`config.mk`:
```
export PLATFORM = sky130hd
export DESIGN_NAME = cpwt_top
export DESIGN_NICKNAME = d
export VERILOG_FILES = /design/src/verilog/cpwt_pkg.sv /design/src/verilog/cpwt_top.sv
export VERILOG_INCLUDE_DIRS = /design/src /design/src/verilog
export SDC_FILE = /design/constraint.sdc
export NUM_CORES = 1
export LEC_CHECK = 0
export CORE_ASPECT_RATIO = 0.5
export CORE_MARGIN = 2
export CORE_UTILIZATION = 36
export CTS_BUF_LIST = sky130_fd_sc_hd__clkbuf_2
export DETAILED_ROUTE_END_ITERATION = 16
export DONT_BUFFER_PORTS = 1
export GPL_TIMING_DRIVEN = 1
export PLACE_DENSITY = 0.52
export SLEW_MARGIN = 10
export SYNTH_ARGS = -nofsm -noshare
export SYNTH_HDL_FRONTEND = slang
export SYNTH_SLANG_ARGS = --single-unit
```
`constraint.sdc`:
```
create_clock -name clk -period 3.56 [get_ports clk]
set_input_delay 0.178 -clock clk [delete_from_list [all_inputs] [get_ports clk]]
set_output_delay 0.178 -clock clk [all_outputs]
set_load 0.01 [all_outputs]
```
`src/verilog/cpwt_cfg.svh`:
```
// Offsets, field positions, reset values and counts of the prescaler block
`ifndef CPWT_CFG_SVH
`define CPWT_CFG_SVH
`define CPWT_ADDR_TMODE    4'h0
`define CPWT_ADDR_SYSC1    4'h1
`define CPWT_ADDR_STATUS   4'h2
`define CPWT_ADDR_MEDSEL   4'h3
`define CPWT_TB_HI_BIT     3
`define CPWT_TB_LO_BIT     2
`define CPWT_WDS_MSB       6
`define CPWT_WDS_LSB       4
`define CPWT_SYS_RST       13'h0000
`define CPWT_SUB_RST       5'h00
`define CPWT_REG_RST       8'h00
`define CPWT_WAIT_RST      15'h0000
`define CPWT_MED_FULL      7'h7F
`define CPWT_QUARTER_LAST  2'h3
`define CPWT_WAIT_8        15'h0008
`define CPWT_WAIT_16       15'h0010
`define CPWT_WAIT_256      15'h0100
`define CPWT_WAIT_1024     15'h0400
`define CPWT_WAIT_2048     15'h0800
`define CPWT_WAIT_4096     15'h1000
`define CPWT_WAIT_8192     8192
`define CPWT_WAIT_16384    16384
`endif

```
`src/verilog/cpwt_pkg.sv`:
```
// Types shared by the prescaler and wake-delay block
package cpwt_pkg;
    // Wake sequencer states
    typedef enum logic [1:0] {
        CPWT_RUN,
        CPWT_HALTED,
        CPWT_SETTLE,
        CPWT_DELAY
    } cpwt_wake_e;
    typedef logic [7:0] cpwt_byte_t;
endpackage : cpwt_pkg

```
`src/verilog/cpwt_top.sv`:
```
// System-clock and subclock prescalers with the wake standby-time counter
// Function
// - System chain is a 13-bit up-counter advancing once per system clock.
// - Reset clears the system chain; counting starts on reset release.
// - In low-power modes the system chain halts and is held at zero.
// - Software can neither read nor write the system chain count.
// - All peripherals share the system taps, each picking its own ratio.
// - In medium speed the chain input is oscillator clock over 16 to 128.
// - Subclock chain is 5 bits, clocked by the watch clock over four.
// - Reset clears the subclock chain; counting starts after reset.
// - Subclock chain keeps counting in low-power modes while subclock runs.
// - Writing both upper time-base bits as ones clears the subclock chain.
// - Subclock chain output can clock timer A as a time base.
// - Oscillator restarts when the waking interrupt is accepted.
// - CPU and peripherals wait at least eight states after clock halt.
// - Standby length comes from bits 6 to 4 of system control one.
`include "cpwt_cfg.svh"

module cpwt_top
    import cpwt_pkg::*;
#(
    parameter int SYS_W      = 13,
    parameter int SUB_W      = 5,
    parameter int WAIT_8192  = `CPWT_WAIT_8192,
    parameter int WAIT_16384 = `CPWT_WAIT_16384
) (
    input  wire logic             clk,
    input  wire logic             reset_n,
    // Register port
    input  wire logic [3:0]       reg_addr,
    input  wire logic [7:0]       reg_wdata,
    input  wire logic             reg_wr,
    input  wire logic             reg_rd,
    output logic      [7:0]       reg_rdata,
    // Power mode and clock status
    input  wire logic             low_power_mode,
    input  wire logic             medium_speed,
    input  wire logic             wake_accept,
    input  wire logic             osc_stable,
    input  wire logic             watch_clk_in,
    // Clock outputs
    output logic [SYS_W-1:0]      sys_taps,
    output logic [SUB_W-1:0]      sub_taps,
    output logic                  timer_a_time_base,
    output logic                  timer_a_tap,
    output logic                  osc_restart,
    output logic                  cpu_hold
);

    // ----------------------------------------------------------
    // Functions
    // ----------------------------------------------------------

    // Standby length for each select value; the two longest entries are
    // parameters so a bench can shorten them without touching the mapping.
    // Every entry is at least eight states, so no select value can release
    // the CPU on a clock that has only just come back.
    function automatic logic [14:0] wait_len(input logic [2:0] sel);
        logic [14:0] len;
        len = `CPWT_WAIT_8;
        unique case (sel)
            3'h0: len = 15'(WAIT_8192);
            3'h1: len = 15'(WAIT_16384);
            3'h2: len = `CPWT_WAIT_1024;
            3'h3: len = `CPWT_WAIT_2048;
            3'h4: len = `CPWT_WAIT_4096;
            3'h5: len = `CPWT_WAIT_8;
            3'h6: len = `CPWT_WAIT_16;
            3'h7: len = `CPWT_WAIT_256;
        endcase
        return len;
    endfunction : wait_len

    // Low-bit mask of the medium-speed predivider: 16, 32, 64 or 128
    // A contiguous mask of ones matches exactly once per predivider period;
    // a shifted mask with a hole at the bottom would match twice.
    function automatic logic [6:0] med_mask(input logic [1:0] sel);
        return `CPWT_MED_FULL >> ~sel;
    endfunction : med_mask

    // ----------------------------------------------------------
    // Registers
    // ----------------------------------------------------------

    // Software-visible registers and the read data flop
    logic [7:0]        tmode_q;
    logic [7:0]        sysc1_q;
    logic [1:0]        medsel_q;
    logic [7:0]        reg_rdata_q;
    // Divider chains and their input conditioning
    logic [SYS_W-1:0]  sys_chain_q;
    logic [SUB_W-1:0]  sub_chain_q;
    logic [6:0]        med_div_q;
    logic              watch_prev_q;
    logic [1:0]        quarter_q;
    // Wake sequencer state and standby counting
    logic [14:0]       wait_cnt_q;
    logic [14:0]       wait_len_q;
    logic              osc_restart_q;
    cpwt_wake_e        state_q;
    cpwt_wake_e        state_d;

    // Decoded strobes, steps and the select field
    logic              wr_tmode;
    logic              tb_clear;
    logic              sys_halt;
    logic              sys_step;
    logic              watch_rise;
    logic              sub_step;
    logic              wait_done;
    logic [2:0]        wake_sel;

    // Write decode
    // The clear acts on the written data, not on the stored bits, so a second
    // write of the same value clears the subclock chain again
    assign wr_tmode = reg_wr && (reg_addr == `CPWT_ADDR_TMODE);
    assign tb_clear = wr_tmode && reg_wdata[`CPWT_TB_HI_BIT]
                               && reg_wdata[`CPWT_TB_LO_BIT];
    assign wake_sel = sysc1_q[`CPWT_WDS_MSB:`CPWT_WDS_LSB];

    // Register writes; the chain counts have no address at all
    // Only the low two bits of the ratio select exist; upper write bits drop
    // Unmapped addresses are ignored so stray writes cannot disturb timing
    always_ff @(posedge clk or negedge reset_n) begin
        if (!reset_n) begin
            tmode_q  <= `CPWT_REG_RST;
            sysc1_q  <= `CPWT_REG_RST;
            medsel_q <= 2'h0;
        end else if (reg_wr) begin
            unique case (reg_addr)
                `CPWT_ADDR_TMODE: tmode_q  <= reg_wdata;
                `CPWT_ADDR_SYSC1: sysc1_q  <= reg_wdata;
                `CPWT_ADDR_MEDSEL: medsel_q <= reg_wdata[1:0];
                default: ;
            endcase
        end
    end

    // Read data one cycle after the strobe, zero when idle or unmapped
    // Forcing zero between reads keeps a stale value from looking like an answer
    // Status shows hold, halt and the sequencer state for software polling
    // no chain readback
    always_ff @(posedge clk or negedge reset_n) begin
        if (!reset_n) begin
            reg_rdata_q <= `CPWT_REG_RST;
        end else if (reg_rd) begin
            unique case (reg_addr)
                `CPWT_ADDR_TMODE:  reg_rdata_q <= tmode_q;
                `CPWT_ADDR_SYSC1:  reg_rdata_q <= sysc1_q;
                `CPWT_ADDR_STATUS: reg_rdata_q <= {4'h0, cpu_hold, sys_halt, state_q};
                `CPWT_ADDR_MEDSEL: reg_rdata_q <= {6'h00, medsel_q};
                default:           reg_rdata_q <= `CPWT_REG_RST;
            endcase
        end else begin
            reg_rdata_q <= `CPWT_REG_RST;
        end
    end
    assign reg_rdata = reg_rdata_q;

    // ----------------------------------------------------------
    // System clock chain
    // ----------------------------------------------------------

    // Clock generator is stopped whenever the sequencer is not running
    // Halting covers the settle and delay phases too, so the chain restarts
    // from zero only once the CPU is released
    assign sys_halt = low_power_mode || (state_q != CPWT_RUN);

    // Medium-speed predivider; free-running so a ratio change takes effect
    // at the next wrap rather than restarting the count
    // Cleared while halted so every wake starts from a known phase
    always_ff @(posedge clk or negedge reset_n) begin
        if (!reset_n) begin
            med_div_q <= 7'h00;
        end else if (sys_halt) begin
            med_div_q <= 7'h00;
        end else begin
            med_div_q <= med_div_q + 7'h01;
        end
    end

    assign sys_step = !medium_speed
                   || ((med_div_q & med_mask(medsel_q)) == med_mask(medsel_q));

    // System chain; tap n of the count divides the chain input by two to the n plus one
    // Limitation: in medium speed the taps divide the predivided clock
    // count once per period
    always_ff @(posedge clk or negedge reset_n) begin
        if (!reset_n) begin
            sys_chain_q <= `CPWT_SYS_RST;
        end else if (sys_halt) begin
            sys_chain_q <= `CPWT_SYS_RST;
        end else if (sys_step) begin
            sys_chain_q <= sys_chain_q + SYS_W'(1);
        end
    end

    // Every peripheral picks its own bit; nothing here knows their ratios
    // shared taps
    assign sys_taps = sys_chain_q;

    // ----------------------------------------------------------
    // Subclock chain
    // ----------------------------------------------------------

    // Watch clock edge detect; the pin is taken as synchronous
    // The previous level resets low, matching the idle watch clock, so no
    // false edge follows reset
    always_ff @(posedge clk or negedge reset_n) begin
        if (!reset_n) begin
            watch_prev_q <= 1'b0;
        end else begin
            watch_prev_q <= watch_clk_in;
        end
    end
    assign watch_rise = watch_clk_in && !watch_prev_q;

    // Divide by four on watch edges; the phase is kept across a chain clear
    // watch clock over four
    always_ff @(posedge clk or negedge reset_n) begin
        if (!reset_n) begin
            quarter_q <= 2'h0;
        end else if (watch_rise) begin
            quarter_q <= quarter_q + 2'h1;
        end
    end
    assign sub_step = watch_rise && (quarter_q == `CPWT_QUARTER_LAST);

    // Subclock chain; the watch clock must stay below half the system rate
    // or edges are lost
    // no power-mode gating here; only watch edges advance it
    always_ff @(posedge clk or negedge reset_n) begin
        if (!reset_n) begin
            sub_chain_q <= `CPWT_SUB_RST;
        end else if (tb_clear) begin
            sub_chain_q <= `CPWT_SUB_RST;
        end else if (sub_step) begin
            sub_chain_q <= sub_chain_q + SUB_W'(1);
        end
    end
    assign sub_taps = sub_chain_q;

    // Timer A clock: subclock tap as time base, else a system tap
    // The low mode bits pick the tap; the index is widened so the top
    // subclock bit is reachable instead of wrapping to bit zero
    // time base source
    assign timer_a_time_base = tmode_q[`CPWT_TB_HI_BIT];
    always_comb begin
        if (timer_a_time_base) begin
            timer_a_tap = sub_chain_q[{1'b0, tmode_q[1:0]} + 3'h1];
        end else begin
            timer_a_tap = sys_chain_q[{1'b0, tmode_q[2:0]} + 4'h5];
        end
    end

    // ----------------------------------------------------------
    // Wake sequencer
    // ----------------------------------------------------------

    // Length never drops below eight; latched when the clock is stable
    // Greater-or-equal rather than equal so a length change can never
    // leave the counter stepping past its end
    assign wait_done = (wait_cnt_q >= wait_len_q);

    // Next state: run, halted, oscillator settling, standby delay
    // Wake requests outside the halted state are ignored
    always_comb begin
        state_d = state_q;
        unique case (state_q)
            CPWT_RUN: begin
                if (low_power_mode) begin
                    state_d = CPWT_HALTED;
                end
            end
            CPWT_HALTED: begin
                if (wake_accept) begin
                    state_d = CPWT_SETTLE;
                end
            end
            CPWT_SETTLE: begin
                if (osc_stable) begin
                    state_d = CPWT_DELAY;
                end
            end
            CPWT_DELAY: begin
                if (wait_done) begin
                    state_d = CPWT_RUN;
                end
            end
        endcase
    end

    // Sequencer state; reset leaves the CPU running
    always_ff @(posedge clk or negedge reset_n) begin
        if (!reset_n) begin
            state_q <= CPWT_RUN;
        end else begin
            state_q <= state_d;
        end
    end

    // Standby counter; zeroed in settle so it only counts stable clock states
    // The length is reloaded on every settle cycle, so select writes after settle wait for the next wake
    // count stable states
    always_ff @(posedge clk or negedge reset_n) begin
        if (!reset_n) begin
            wait_cnt_q <= `CPWT_WAIT_RST;
            wait_len_q <= `CPWT_WAIT_8;
        end else if (state_q == CPWT_SETTLE) begin
            wait_cnt_q <= `CPWT_WAIT_RST;
            wait_len_q <= wait_len(wake_sel);
        end else if (state_q == CPWT_DELAY && !wait_done) begin
            wait_cnt_q <= wait_cnt_q + 15'h0001;
        end
    end

    // Restart strobe, one cycle after the accepted interrupt
    // Registered so the oscillator enable never glitches on the request
    always_ff @(posedge clk or negedge reset_n) begin
        if (!reset_n) begin
            osc_restart_q <= 1'b0;
        end else begin
            osc_restart_q <= (state_q == CPWT_HALTED) && wake_accept;
        end
    end
    assign osc_restart = osc_restart_q;

    // CPU and peripherals idle whenever the sequencer is outside RUN
    // Combinational from the state flop, so it falls in the same cycle as RUN
    // idle hold
    assign cpu_hold = (state_q != CPWT_RUN);

endmodule : cpwt_top

```
Word-level counts from Yosys, hierarchy flattened --
Memory sizes are Yosys's and may differ from the RTL's. A register that Yosys moved wholly into a read port is not among the register bits. Cells that the tools add are included.
Storage, ports and cells: bits in registers 87, bits in read-only memories 64, bits of input ports 21, output and inout bits 30, word-level logic and storage cells 81, memories kept 1
Operators by class: add/sub/neg operators 7, magnitude comparators 3, eq/ne operators 12, shift-type cells 1, muxes and demuxes 19, bitwise logic cells 2, reduce and logical (&&, ||, !) cells 23
Memory list:
- (name not given) | words 8, bits a word 8, read ports 1, clocked after memory_dff 1, write ports 0, RTL line cpwt_top.sv:61 | unique case (sel)
Operators by type and width (count):
- $pmux W8 S4 | 1
- $mux W15 | 2
- $mux W13 | 2
- $add A15 B1 Y15 const B | 1
- $ge A15 B15 Y1 | 1
- $add A13 B1 Y13 const B | 1
- $mux W5 | 2
- $eq A4 B2 Y1 const B | 2
- $mux W2 | 4
- $mux W8 | 1
- $ne A2 B2 Y1 const B | 4
- $pmux W2 S4 | 1
- $reduce_bool A2 Y1 | 4
- $add A7 B1 Y7 const B | 1
- $and A7 B7 Y7 | 1
- $eq A7 B7 Y1 | 1
- $logic_and A1 B1 Y1 | 7
- $mux W7 | 1
- $shr A7 B2 Y7 const A | 1
- $eq A2 B2 Y1 const B | 3
- $reduce_and A2 Y1 | 3
- $add A5 B1 Y5 const B | 1
- $lt A4 B5 Y1 const B | 1
- $add A3 B3 Y4 const B | 1
- 14 further kinds | 20

Longest topological paths before layout --
Gate-level depths: netlist of run 1.
depth in word-level cells 7, mapped depth 9, mapped depth without buffers 7

Worst setup path before layout of run 1 --
No wires, ideal clock.
path type register to register, from register wait_cnt_q[12], to register wait_cnt_q[5], arrival time 2.032 ns, setup slack 1.404 ns, cell stages (with the launch flop) 8, path buffers 1, cell sequence dfrtp_1 > ha_1 > a211o_1 > o211ai_1 > nand2_1 > clkbuf_1 > nor4_1 > mux2_2
On the way: word-level cells in the longest chain between the ends 4
Ends and longest elaborated chain:
- start: declaration | RTL line cpwt_top.sv:97 | logic [14:0] wait_cnt_q;
- start signal: assignment | RTL line cpwt_top.sv:307 | wait_cnt_q <= `CPWT_WAIT_RST;
- start signal: assignment | RTL line cpwt_top.sv:310 | wait_cnt_q <= `CPWT_WAIT_RST;
- start signal: assignment | RTL line cpwt_top.sv:313 | wait_cnt_q <= wait_cnt_q + 15'h0001;
- $ge A15 B15 Y1 | RTL line cpwt_top.sv:263 | assign wait_done = (wait_cnt_q >= wait_len_q);
- $logic_not A1 Y1 | RTL line cpwt_top.sv:312 | end else if (state_q == CPWT_DELAY && !wait_done) begin
- $logic_and A1 B1 Y1 | RTL line cpwt_top.sv:312
- $reduce_bool A2 Y1 (no line)
No other way between the ends. A chain may end at the register's enable or synchronous reset.

Final worst setup path of run 1 --
from register tmode_q[0], to output port timer_a_tap
On the way: word-level cells in the longest chain between the ends 4
Ends and longest elaborated chain:
- start: declaration | RTL line cpwt_top.sv:86 | logic [7:0] tmode_q;
- start signal: assignment | RTL line cpwt_top.sv:126 | tmode_q <= `CPWT_REG_RST;
- start signal: assignment | RTL line cpwt_top.sv:131 | `CPWT_ADDR_TMODE: tmode_q <= reg_wdata;
- $add A3 B3 Y4 / $add A2 B1 Y3 (equally long branches) | RTL line cpwt_top.sv:252, cpwt_top.sv:250
- $bmux W1 S4 / $bmux W1 S3 (equally long branches) | RTL line cpwt_top.sv:252, cpwt_top.sv:250
- $mux W1 (on tied branches) | RTL line cpwt_top.sv:252, cpwt_top.sv:250
- $mux W1 (*) | RTL line cpwt_top.sv:249 | if (timer_a_time_base) begin
- end: declaration | RTL line cpwt_top.sv:45 | output logic timer_a_tap,
Mark *: on every way between the ends. The rest lies on a longest branch, timed or not. The select of a mux whose other input is x is not followed.

==> flow_summary_export.csv, run 1 <==
group,metric,value,unit
layout,nets,470,
clock_network,cts_sinks,80,
sta,rsz0062_at_grt,"false",
global_routing,grt_usage,0.166,
sta,fmax,359,MHz
die,boundaryPins,51,
worst_setup_path,slowest_delay,580,ps
drt,vias_per_cell,5.17,
synth,ys_seq_area_frac,0.479,
worst_setup_path,critPathKind,"reg -> out",
synth,synth_top_area_cell,"dfrtp_1",
synth,ys.flop_type,"dfrtp_1",
sta,fin_skew,24.6,ps
synth,synth.area.mux_share,0.102,
synth,synthTopCellsByArea,"dfrtp_1 47%, ha_1 6.0%, mux2_2 5.9%, nor2_1 3.9%, xor2_1 3.1%",
clock_network,clkTransAtPathRegs,210,ps
power_and_ir_drop,power.density,523,nW/um^2
global_routing,overflow,0,
drt,wl_per_cell,16.2,um
synth,synthTopCellsByCount,"79 x dfrtp_1, 43 x nor2_1, 23 x inv_1",
power_and_ir_drop,clkPwrFrac,0.160,
sta,drv_slew,0,
sta,relSlewSlack,0.573,
power_and_ir_drop,power_leakage,1.97,nW
sta,period_share,0.783,
drt,firstDrtPassIters,4,
drt,drc,0,
placed_design,port_buffers,0,
synth,synthSimpleGateAreaFrac,0.172,
clock_network,post_cts_buffers,0,
layout,drive_gt1_frac,0.120,
power_and_ir_drop,seqPwrFrac,0.496,
hold_path,hold_path.class,"in -> reg",
placed_design,hpwl,6330,um
synth,synth_top_family_by_area,"simple AND/OR/NAND/NOR gates",
sta,setup_viol,0,
sta,period_needed,2790,ps
power_and_ir_drop,pwr-share-comb,0.343,
synth,yosysWarnings,0,
drt,first_iter_violations,144,
synth,synth_compound_area_frac,0.113,
power_and_ir_drop,p_int,0.00147,W
power_and_ir_drop,sw_frac_of_total,0.397,
layout,fillers,1108,
flow_run,drv_cap,0,
sta,worst_pin_slew,638,ps
die,core,11100,um^2
synth,syn_area_per_cell,10.3,um^2
global_routing,grt_pass1_wl,16200,um
synth,syn_nets,448,
worst_setup_path,critical_path.endpoint_type,"primary output",
placed_design,globalplace.congestion,0.757,
layout,area_growth,11.4,%
worst_setup_path,start_kind,"flip-flop",
die,die_w,156,um
die,rows,27,
worst_setup_path,cp_data_arrival_time,2610,ps
power_and_ir_drop,netSwitchingPower,0.000967,W
clock_network,cts_root_buf,"clkbuf_2",
die,die_y,80.2,um
layout,post-route-util,0.418,
synth,netlist_area,4180,um^2
drt,drtAntennaViolNets,0,
clock_network,h-tree-depth,3,
die,die_area,12500,um^2
sta,hold_violations,0,
worst_setup_path,critPathSlowestCell,"ha_1",
worst_setup_path,worstPathCellList,"ha_1 -> mux2_2 -> o21ai_0 -> o2111ai_1 -> nand3_1 -> o21ai_0",
worst_setup_path,cp_num_buf_inv,0,
clock_network,cts_inserted_buffers,9,
worst_setup_path,worstPathMaxFanout,12,
die,start_util,0.375,
worst_setup_path,critical-path-top-delay-family,"adder cells",
power_and_ir_drop,ir_drop,0.000248,V
power_and_ir_drop,fin_total_pwr,0.00244,W
synth,yosysMostFrequentCell,"dfrtp_1",
drt,routed_wl,9380,um
synth,synth_edf_count,0,
synth,ys_ff_latch,80,
worst_setup_path,crit_required,3380,ps
synth,yosys.area_share.adder,0.0599,
clock_network,cts_buffer_depth,2,
worst_setup_path,worst_path_most_repeated_cell,"o21ai_0",
synth,ys_types,44,
sta,finalSetupTns,0,ps
synth,netlist.area_leader.share,0.473,
layout,n_antenna_cell,0,
global_routing,grt_start_max_net_pins,81,
clock_network,cts_tree,"built",
synth,netlist_instances,407,
drt,vias,2993,
clock_network,clkLatencyLatePin,540,ps
global_routing,grt_pass1_vias,3092,
status,status,"completed",
synth,synth-xor-area-share,0.0377,
global_routing,antenna_found_initial,0,
synth,synthArstFlopShare,1.00,
-- placed cells by master, fill, tap and decap left out, types with 9 or more instances in the layout --
cell            n
a21oi_1        21
clkbuf_2       10
dfrtp_1        79
dlygate4sd3_1  21
ha_1           20
inv_1          23
mux2_2         22
mux2i_1         9
nand2_1        22
nand3_1        16
nor2_1         43
nor2b_1        10
o21ai_0        21
o31ai_1        11
or4_1          11
xor2_1         15
-- area by class of cell --
| type | count | area (um^2) | share of cell area |
|---|---|---|---|
| clock buffers | 10 | 50.0 | 0.0108 |
| clock inverters | 6 | 26.3 | 0.00565 |
| inverters | 23 | 86.3 | 0.0185 |
| multi-input cells | 288 | 2030 | 0.437 |
| flip-flops and latches | 80 | 2000 | 0.430 |
| well taps | 145 | 181 | 0.0390 |
| repair buffers | 27 | 275 | 0.0591 |
-- tightest hold or removal path, delay by kind of cell --
kind | cells | cell delay, ps
compound gates | 3 | 290
mux | 1 | 100
-- final timing paths --
check | start | end | slack, ps | cells after the start
max in group asynchronous | reset_n | wait_len_q[3]$_DFFE_PN1P_ | 3030 | 2
setup reg to reg | wait_cnt_q[4]$_DFFE_PN0P_ | wait_cnt_q[3]$_DFFE_PN0P_ | 950 | 7
min in group asynchronous | reset_n | wait_cnt_q[5]$_DFFE_PN0P_ | 180 | 2
hold reg to reg | med_div_q[0]$_DFF_PN0_ | med_div_q[0]$_DFF_PN0_ | 480 | 1
setup / recovery | tmode_q[0]$_DFFE_PN0P_ | timer_a_tap | 770 | 6
hold / removal | osc_stable | state_q[0]$_DFFE_PN0P_ | 50 | 4
-- cell families (layout without fill, tap and decap cells) --
logic type / Yosys count / count (layout)
AOI/OAI and AO/OA: 76 / 76
xor gates and xnor gates: 18 / 18
adders and majority gates: 20 / 20
buffers and inverters: 39 / 66
DFF: 80 / 80
muxes: 35 / 35
and+or+nand+nor: 139 / 139
-- repair_timing --
| item | CTS | global route |
|---|---|---|
| endpoints found under the hold margin | 116 | 0 |
| gates resized for setup | 0 | 0 |
| hold buffers | 22 | 0 |
| endpoints found under the setup margin | 0 | 0 |
-- power groups by stage --
stage          Clock (W)  Combinational (W)  Sequential [W]
6_report        0.000391           0.000835         0.00121
4_1_cts         0.000409           0.000848         0.00121
5_1_grt         0.000453           0.000962         0.00124
3_3_place_gp           0           0.000790         0.00122
2_1_floorplan          0           0.000632         0.00117
3_5_place_dp           0           0.000798         0.00123
-- sequential cells by signal, indices dropped and copies added (netlist names) --
name          flops
med_div_q         7
medsel_q          2
osc_restart       1
quarter_q         2
reg_rdata         8
state_q           2
sub_taps          5
sys_taps         13
sysc1_q           8
tmode_q           8
wait_cnt_q       15
wait_len_q        8
watch_prev_q      1
-- metrics by stage --
| stage | instances | cell area [um^2] | hold slack (ps) | setup WS (ps) |
|---|---|---|---|---|
| after CTS | 579 | 4650 | 20.8 | 708 |
| after global routing | 579 | 4650 | 12.7 | 445 |
| after detailed placement | 541 | 4340 | -115 | 972 |
| after global placement | 541 | 4340 | -116 | 1040 |
| after floorplan | 407 | 4180 | -118 | 1400 |
| final | 579 | 4650 | 51.5 | 773 |
-- metal layers --
layer,global-route usage,share of wire
met5,0,0
met2,0.261,0.45
met3,0.0545,0.039
met4,0.0358,0.011
met1,0.224,0.50
(Power assumes the default switching activity.)
==> run 2, diff against run 1 <==
--- a/config.mk
+++ b/config.mk
@@ -13,7 +13,7 @@
 export DETAILED_ROUTE_END_ITERATION = 16
 export DONT_BUFFER_PORTS = 1
 export GPL_TIMING_DRIVEN = 1
-export PLACE_DENSITY = 0.52
+export PLACE_DENSITY = 0.54
 export SLEW_MARGIN = 10
 export SYNTH_ARGS = -nofsm -noshare
 export SYNTH_HDL_FRONTEND = slang
==> constraint.sdc (replaced) <==
create_clock -name clk -period 2.5 [get_ports clk]
set_input_delay 0.125 -clock clk [delete_from_list [all_inputs] [get_ports clk]]
set_output_delay 0.125 -clock clk [all_outputs]
set_load 0.01 [all_outputs]
==> run 2 against run 1 <==
Net effect: critical path depth grew 1; hold slack gained 23 ps; non-clock buffer count grew 10; register-to-register slack lost 800 ps; sequential power grew 41%; die area is the same; combinational power grew 56%; count of clock-buffer cells in the layout is the same; clock power grew 73%; wire length shrank 0.30%; critical endpoint is now wait_cnt_q[4]$_DFFE_PN0P_; largest power group unchanged.
==> flow_summary_export.csv, run 2 (same netlist as run 1, synthesis figures left out) <==
group,metric,value,unit
die,die_w,156,um
drt,routed_wl,9350,um
worst_setup_path,crit_cells,7,
layout,final_cell_mix,"78 x dfrtp_1, 43 x nor2_1, 23 x inv_1",
drt,drc,0,
worst_setup_path,critical_path.reg2reg.startpoint,"wait_cnt_q[12]$_DFFE_PN0P_",
clock_network,cts_sinks,80,
worst_setup_path,critical-path-top-delay-family,"simple AND/OR/NAND/NOR gates",
die,rows,27,
worst_setup_path,critPathLaunch,"wait_cnt_q[12]$_DFFE_PN0P_",
layout,fillers,1088,
flow_run,drv_cap,0,
worst_setup_path,cp_num_buf_inv,1,
drt,drtAntennaViolNets,0,
drt,wl_per_cell,15.9,um
worst_setup_path,timing.rr.end,"wait_cnt_q[4]$_DFFE_PN0P_",
clock_network,clkLatencyLatePin,520,ps
clock_network,cts_tree,"built",
worst_setup_path,worstPathCellList,"ha_1 -> a211o_1 -> o211ai_1 -> nand2_1 -> buf_4 -> or4_1 -> a21oi_1",
layout,final_common_cell,"dfrtp_1",
worst_setup_path,crit_required,2970,ps
sta,setup_viol,0,
sta,worst_pin_slew,616,ps
layout,drive_gt1_frac,0.146,
layout,n_antenna_cell,0,
worst_setup_path,critical_path.endpoint_type,"flip-flop",
worst_setup_path,worstPathMaxFanout,10,
sta,drv_slew,0,
layout,nets,480,
worst_setup_path,critPathKind,"reg -> reg",
die,start_util,0.375,
sta,relSlewSlack,0.588,
layout,area_growth,14.4,%
clock_network,h-tree-depth,3,
clock_network,cts_root_buf,"clkbuf_2",
worst_setup_path,r2r_slack,150,ps
hold_path,hold_path.class,"in -> reg",
global_routing,overflow,0,
clock_network,clkTransAtPathRegs,220,ps
drt,vias_per_cell,5.27,
global_routing,grt_usage,0.159,
placed_design,port_buffers,0,
global_routing,antenna_found_initial,0,
clock_network,cts_buffer_depth,2,
worst_setup_path,r2r_cells,7,
layout,largest_reg_flops,15,
sta,rsz0062_at_grt,"false",
drt,vias,3106,
sta,period_share,0.939,
power_and_ir_drop,power.density,771,nW/um^2
worst_setup_path,critPathSlowestCell,"or4_1",
global_routing,grt_start_max_net_pins,81,
die,die_area,12500,um^2
sta,fin_skew,25.0,ps
placed_design,globalplace.congestion,0.827,
worst_setup_path,cp_data_arrival_time,2820,ps
sta,hold_violations,0,
power_and_ir_drop,ir_drop,0.000428,V
clock_network,cts_inserted_buffers,9,
die,core,11100,um^2
global_routing,grt_pass1_wl,15700,um
worst_setup_path,start_kind,"flip-flop",
placed_design,hpwl,6470,um
status,status,"completed",
drt,first_iter_violations,169,
die,die_y,80.2,um
sta,fmax,426,MHz
sta,period_needed,2350,ps
worst_setup_path,endpoint,"wait_cnt_q[4]$_DFFE_PN0P_",
power_and_ir_drop,power_leakage,2.02,nW
sta,finalSetupTns,0,ps
power_and_ir_drop,fin_total_pwr,0.00368,W
drt,firstDrtPassIters,4,
die,boundaryPins,51,
layout,regMostFlops,"wait_cnt_q",
global_routing,grt_pass1_vias,3039,
worst_setup_path,slowest_delay,470,ps
run 2: changes by cell type in the layout (fill, tap and decap cells not counted), sizes merged:
cell,before,now
bufinv,0,1
clkinv,6,4
buf,6,15
clkinvlp,0,1
dlygate4sd3,21,22
run 2: worst min path at each step:
stage / start / endpoint / cells after the start / slack, ps
CTS: reg_addr[3] / medsel_q[0]$_DFFE_PN0P_ / 4 / 30
detailed placement: reset_n / sys_taps[9]$_DFFE_PN0P_ / 0 / -170
floorplan: reset_n / med_div_q[0]$_DFF_PN0_ / 0 / -170
finish: reg_addr[3] / medsel_q[0]$_DFFE_PN0P_ / 4 / 70
global placement: reset_n / sys_taps[9]$_DFFE_PN0P_ / 0 / -170
global route: reg_addr[3] / medsel_q[0]$_DFFE_PN0P_ / 4 / 50
run 2: layout make-up:
| type | count | area [um^2] | share of cell area |
|---|---|---|---|
| multi-input combinational | 288 | 2040 | 0.428 |
| sequential | 80 | 2000 | 0.419 |
| timing repair buffer | 37 | 353 | 0.0738 |
| tap | 145 | 181 | 0.0380 |
| inverter | 23 | 86.3 | 0.0181 |
| clock inverter | 6 | 60.1 | 0.0126 |
| clock buffer | 10 | 50.0 | 0.0105 |
run 2: metal layers:
| layer | track usage | routed length (um) | vias to the layer above |
|---|---|---|---|
| met5 | 0 | 0 | - |
| met4 | 0.0422 | 63 | 0 |
| met3 | 0.0470 | 409 | 5 |
| met2 | 0.256 | 4460 | 54 |
| met1 | 0.212 | 4420 | 1513 |
| li1 | - | - | 1534 |
run 2: tightest hold or removal path, delay by kind of cell:
family	cells	cell delay, ps
simple gates	3	240
mux	1	210
run 2: where the power goes:
part	internal [W]	total [W]	switching [W]
clock	0.000230	0.000675	0.000445
sequential	0.00150	0.00171	0.000210
combinational	0.000545	0.00130	0.000752
run 2: per-stage QoR:
stage                     hold slack (ps)  setup WS [ps]  cell area (um^2)  instances  utilization
after global routing                 51.2           6.05              4780        589        0.429
after CTS                            32.0           3.28              4760        587        0.427
final                                74.6            153              4780        589        0.429
after floorplan                      -171            344              4180        407            -
after detailed placement             -168            213              4390        548        0.394
after global placement               -168            272              4390        548        0.394
run 2: what timing repair did:
| item | CTS | global route |
|---|---|---|
| hold endpoints to repair | 118 | 0 |
| buffers inserted | 0 | 2 |
| hold buffers | 23 | 0 |
| resized for setup | 2 | 2 |
| setup endpoints to repair | 1 | 1 |
==> run 3, diff against run 2 <==
--- a/config.mk
+++ b/config.mk
@@ -13,6 +13,7 @@
 export DETAILED_ROUTE_END_ITERATION = 16
 export DONT_BUFFER_PORTS = 1
 export GPL_TIMING_DRIVEN = 1
+export MAX_ROUTING_LAYER = met4
 export PLACE_DENSITY = 0.54
 export SLEW_MARGIN = 10
 export SYNTH_ARGS = -nofsm -noshare
==> run 3 against run 2 <==
Net effect: critical path depth unchanged; count of clock-buffer cells in the layout unchanged; largest cell class unchanged; register-to-register slack about the same; highest routed layer unchanged; total power about the same; worst setup slack about the same; die area unchanged; first-iteration DRC count up 4.1%; utilization unchanged; fmax about the same; hold slack about the same.
==> flow_summary_export.csv, run 3 (same netlist as run 1, synthesis figures left out) <==
group,metric,value,unit
status,status,"completed",
power_and_ir_drop,pwr-share-comb,0.353,
layout,fillers,1088,
clock_network,cts_inserted_buffers,9,
power_and_ir_drop,seqPwrFrac,0.464,
hold_path,hold_path.class,"in -> reg",
layout,nets,480,
placed_design,hpwl,6470,um
sta,rsz0062_at_grt,"false",
sta,period_share,0.939,
layout,final_common_cell,"dfrtp_1",
worst_setup_path,critical_path.endpoint_type,"flip-flop",
power_and_ir_drop,power_leakage,2.02,nW
die,start_util,0.375,
worst_setup_path,critPathKind,"reg -> reg",
global_routing,overflow,0,
global_routing,grt_start_max_net_pins,81,
layout,area_growth,14.4,%
layout,multi_input_comb_area,2040,um^2
clock_network,clkLatencyLatePin,520,ps
die,die_y,80.2,um
power_and_ir_drop,sw_frac_of_total,0.382,
drt,drtAntennaViolNets,0,
clock_network,cts_sinks,80,
flow_run,drv_cap,0,
power_and_ir_drop,p_int,0.00228,W
layout,largest_reg_flops,15,
die,boundaryPins,51,
sta,drv_slew,0,
clock_network,cts_buffer_depth,2,
layout,n_antenna_cell,0,
die,die_w,156,um
placed_design,port_buffers,0,
global_routing,grt_pass1_wl,15700,um
sta,hold_violations,0,
die,core,11100,um^2
global_routing,antenna_found_initial,0,
layout,regMostFlops,"wait_cnt_q",
drt,drc,0,
clock_network,h-tree-depth,3,
die,rows,27,
sta,fin_skew,20.1,ps
layout,seq_area,2000,um^2
die,die_area,12500,um^2
sta,relSlewSlack,0.592,
layout,final_cell_mix,"78 x dfrtp_1, 43 x nor2_1, 23 x inv_1",
sta,fmax,426,MHz
sta,period_needed,2350,ps
clock_network,clkTransAtPathRegs,220,ps
worst_setup_path,start_kind,"flip-flop",
power_and_ir_drop,clkPwrFrac,0.183,
drt,firstDrtPassIters,4,
sta,finalSetupTns,0,ps
worst_setup_path,worstPathMaxFanout,10,
power_and_ir_drop,netSwitchingPower,0.00141,W
worst_setup_path,cp_data_arrival_time,2820,ps
power_and_ir_drop,ir_drop,0.000430,V
sta,setup_viol,0,
drt,vias_per_cell,5.25,
drt,first_iter_violations,176,
power_and_ir_drop,power.density,771,nW/um^2
layout,drive_gt1_frac,0.146,
clock_network,cts_root_buf,"clkbuf_2",
drt,routed_wl,9340,um
drt,vias,3094,
global_routing,grt_pass1_vias,3030,
placed_design,globalplace.congestion,0.839,
sta,worst_pin_slew,610,ps
global_routing,grt_usage,0.164,
worst_setup_path,crit_required,2980,ps
sta,hold_slack,74.8,ps
drt,wl_per_cell,15.9,um
clock_network,cts_tree,"built",
run 3: worst paths after layout:
kind                                            start                        end  slack (ps)  cells past startpoint
max                        wait_cnt_q[12]$_DFFE_PN0P_  wait_cnt_q[4]$_DFFE_PN0P_         150                      7
min                                       reg_addr[3]    medsel_q[0]$_DFFE_PN0P_          70                      4
max reg2reg                wait_cnt_q[12]$_DFFE_PN0P_  wait_cnt_q[4]$_DFFE_PN0P_         150                      7
min reg2reg                    med_div_q[0]$_DFF_PN0_     med_div_q[0]$_DFF_PN0_         480                      1
max in group asynchronous                     reset_n  wait_len_q[3]$_DFFE_PN1P_        2020                      2
min in group asynchronous                     reset_n     med_div_q[5]$_DFF_PN0_         140                      2
run 3: power groups by stage:
stage | Sequential (W) | Combinational, W | Clock, W
2_1_floorplan | 0.00167 | 0.000899 | 0
3_3_place_gp | 0.00174 | 0.00119 | 0
3_5_place_dp | 0.00174 | 0.00120 | 0
4_1_cts | 0.00171 | 0.00129 | 0.000706
5_1_grt | 0.00174 | 0.00147 | 0.000770
6_report | 0.00171 | 0.00130 | 0.000674
run 3: repair_timing:
action | CTS | global route
buffers inserted | 0 | 2
setup endpoints to repair | 1 | 1
endpoints found under the hold margin | 118 | 0
hold buffers | 23 | 0
resized for setup | 2 | 2
run 3: metal layers:
metal  global-route usage  wire (um)  vias to the layer above  part of all wire
li1                     -          -                     1526                 -
met1                0.212       4430                     1510              0.47
met2                0.256       4440                       53              0.48
met3               0.0470        402                        5             0.043
met4               0.0422         63                        0            0.0067
met5                    -          0                        -                 0
run 3: per-stage QoR:
stage          total power (W)  std cells  instance area [um^2]  worst slack, ps   util
6_report               0.00369        589                  4780              152  0.429
5_1_grt                0.00398        589                  4780             6.01  0.429
4_1_cts                0.00371        587                  4760             3.28  0.427
3_5_place_dp           0.00294        548                  4390              213  0.394
3_3_place_gp           0.00292        548                  4390              272  0.394
2_1_floorplan          0.00257        407                  4180              344      -
run 3: cell type report:
type | count | share of cell area
clock inverters | 6 | 0.0126
clock buffers | 10 | 0.0105
flip-flops and latches | 80 | 0.419
multi-input cells | 288 | 0.428
well taps | 145 | 0.0380
inverters | 23 | 0.0181
repair buffers | 37 | 0.0738
run 3: critical path: stages, from the launching register on:
cell	delay (ps)
dfrtp_1	450
ha_1	320
a211o_1	260
o211ai_1	130
nand2_1	280
buf_4	240
or4_1	470
a21oi_1	160
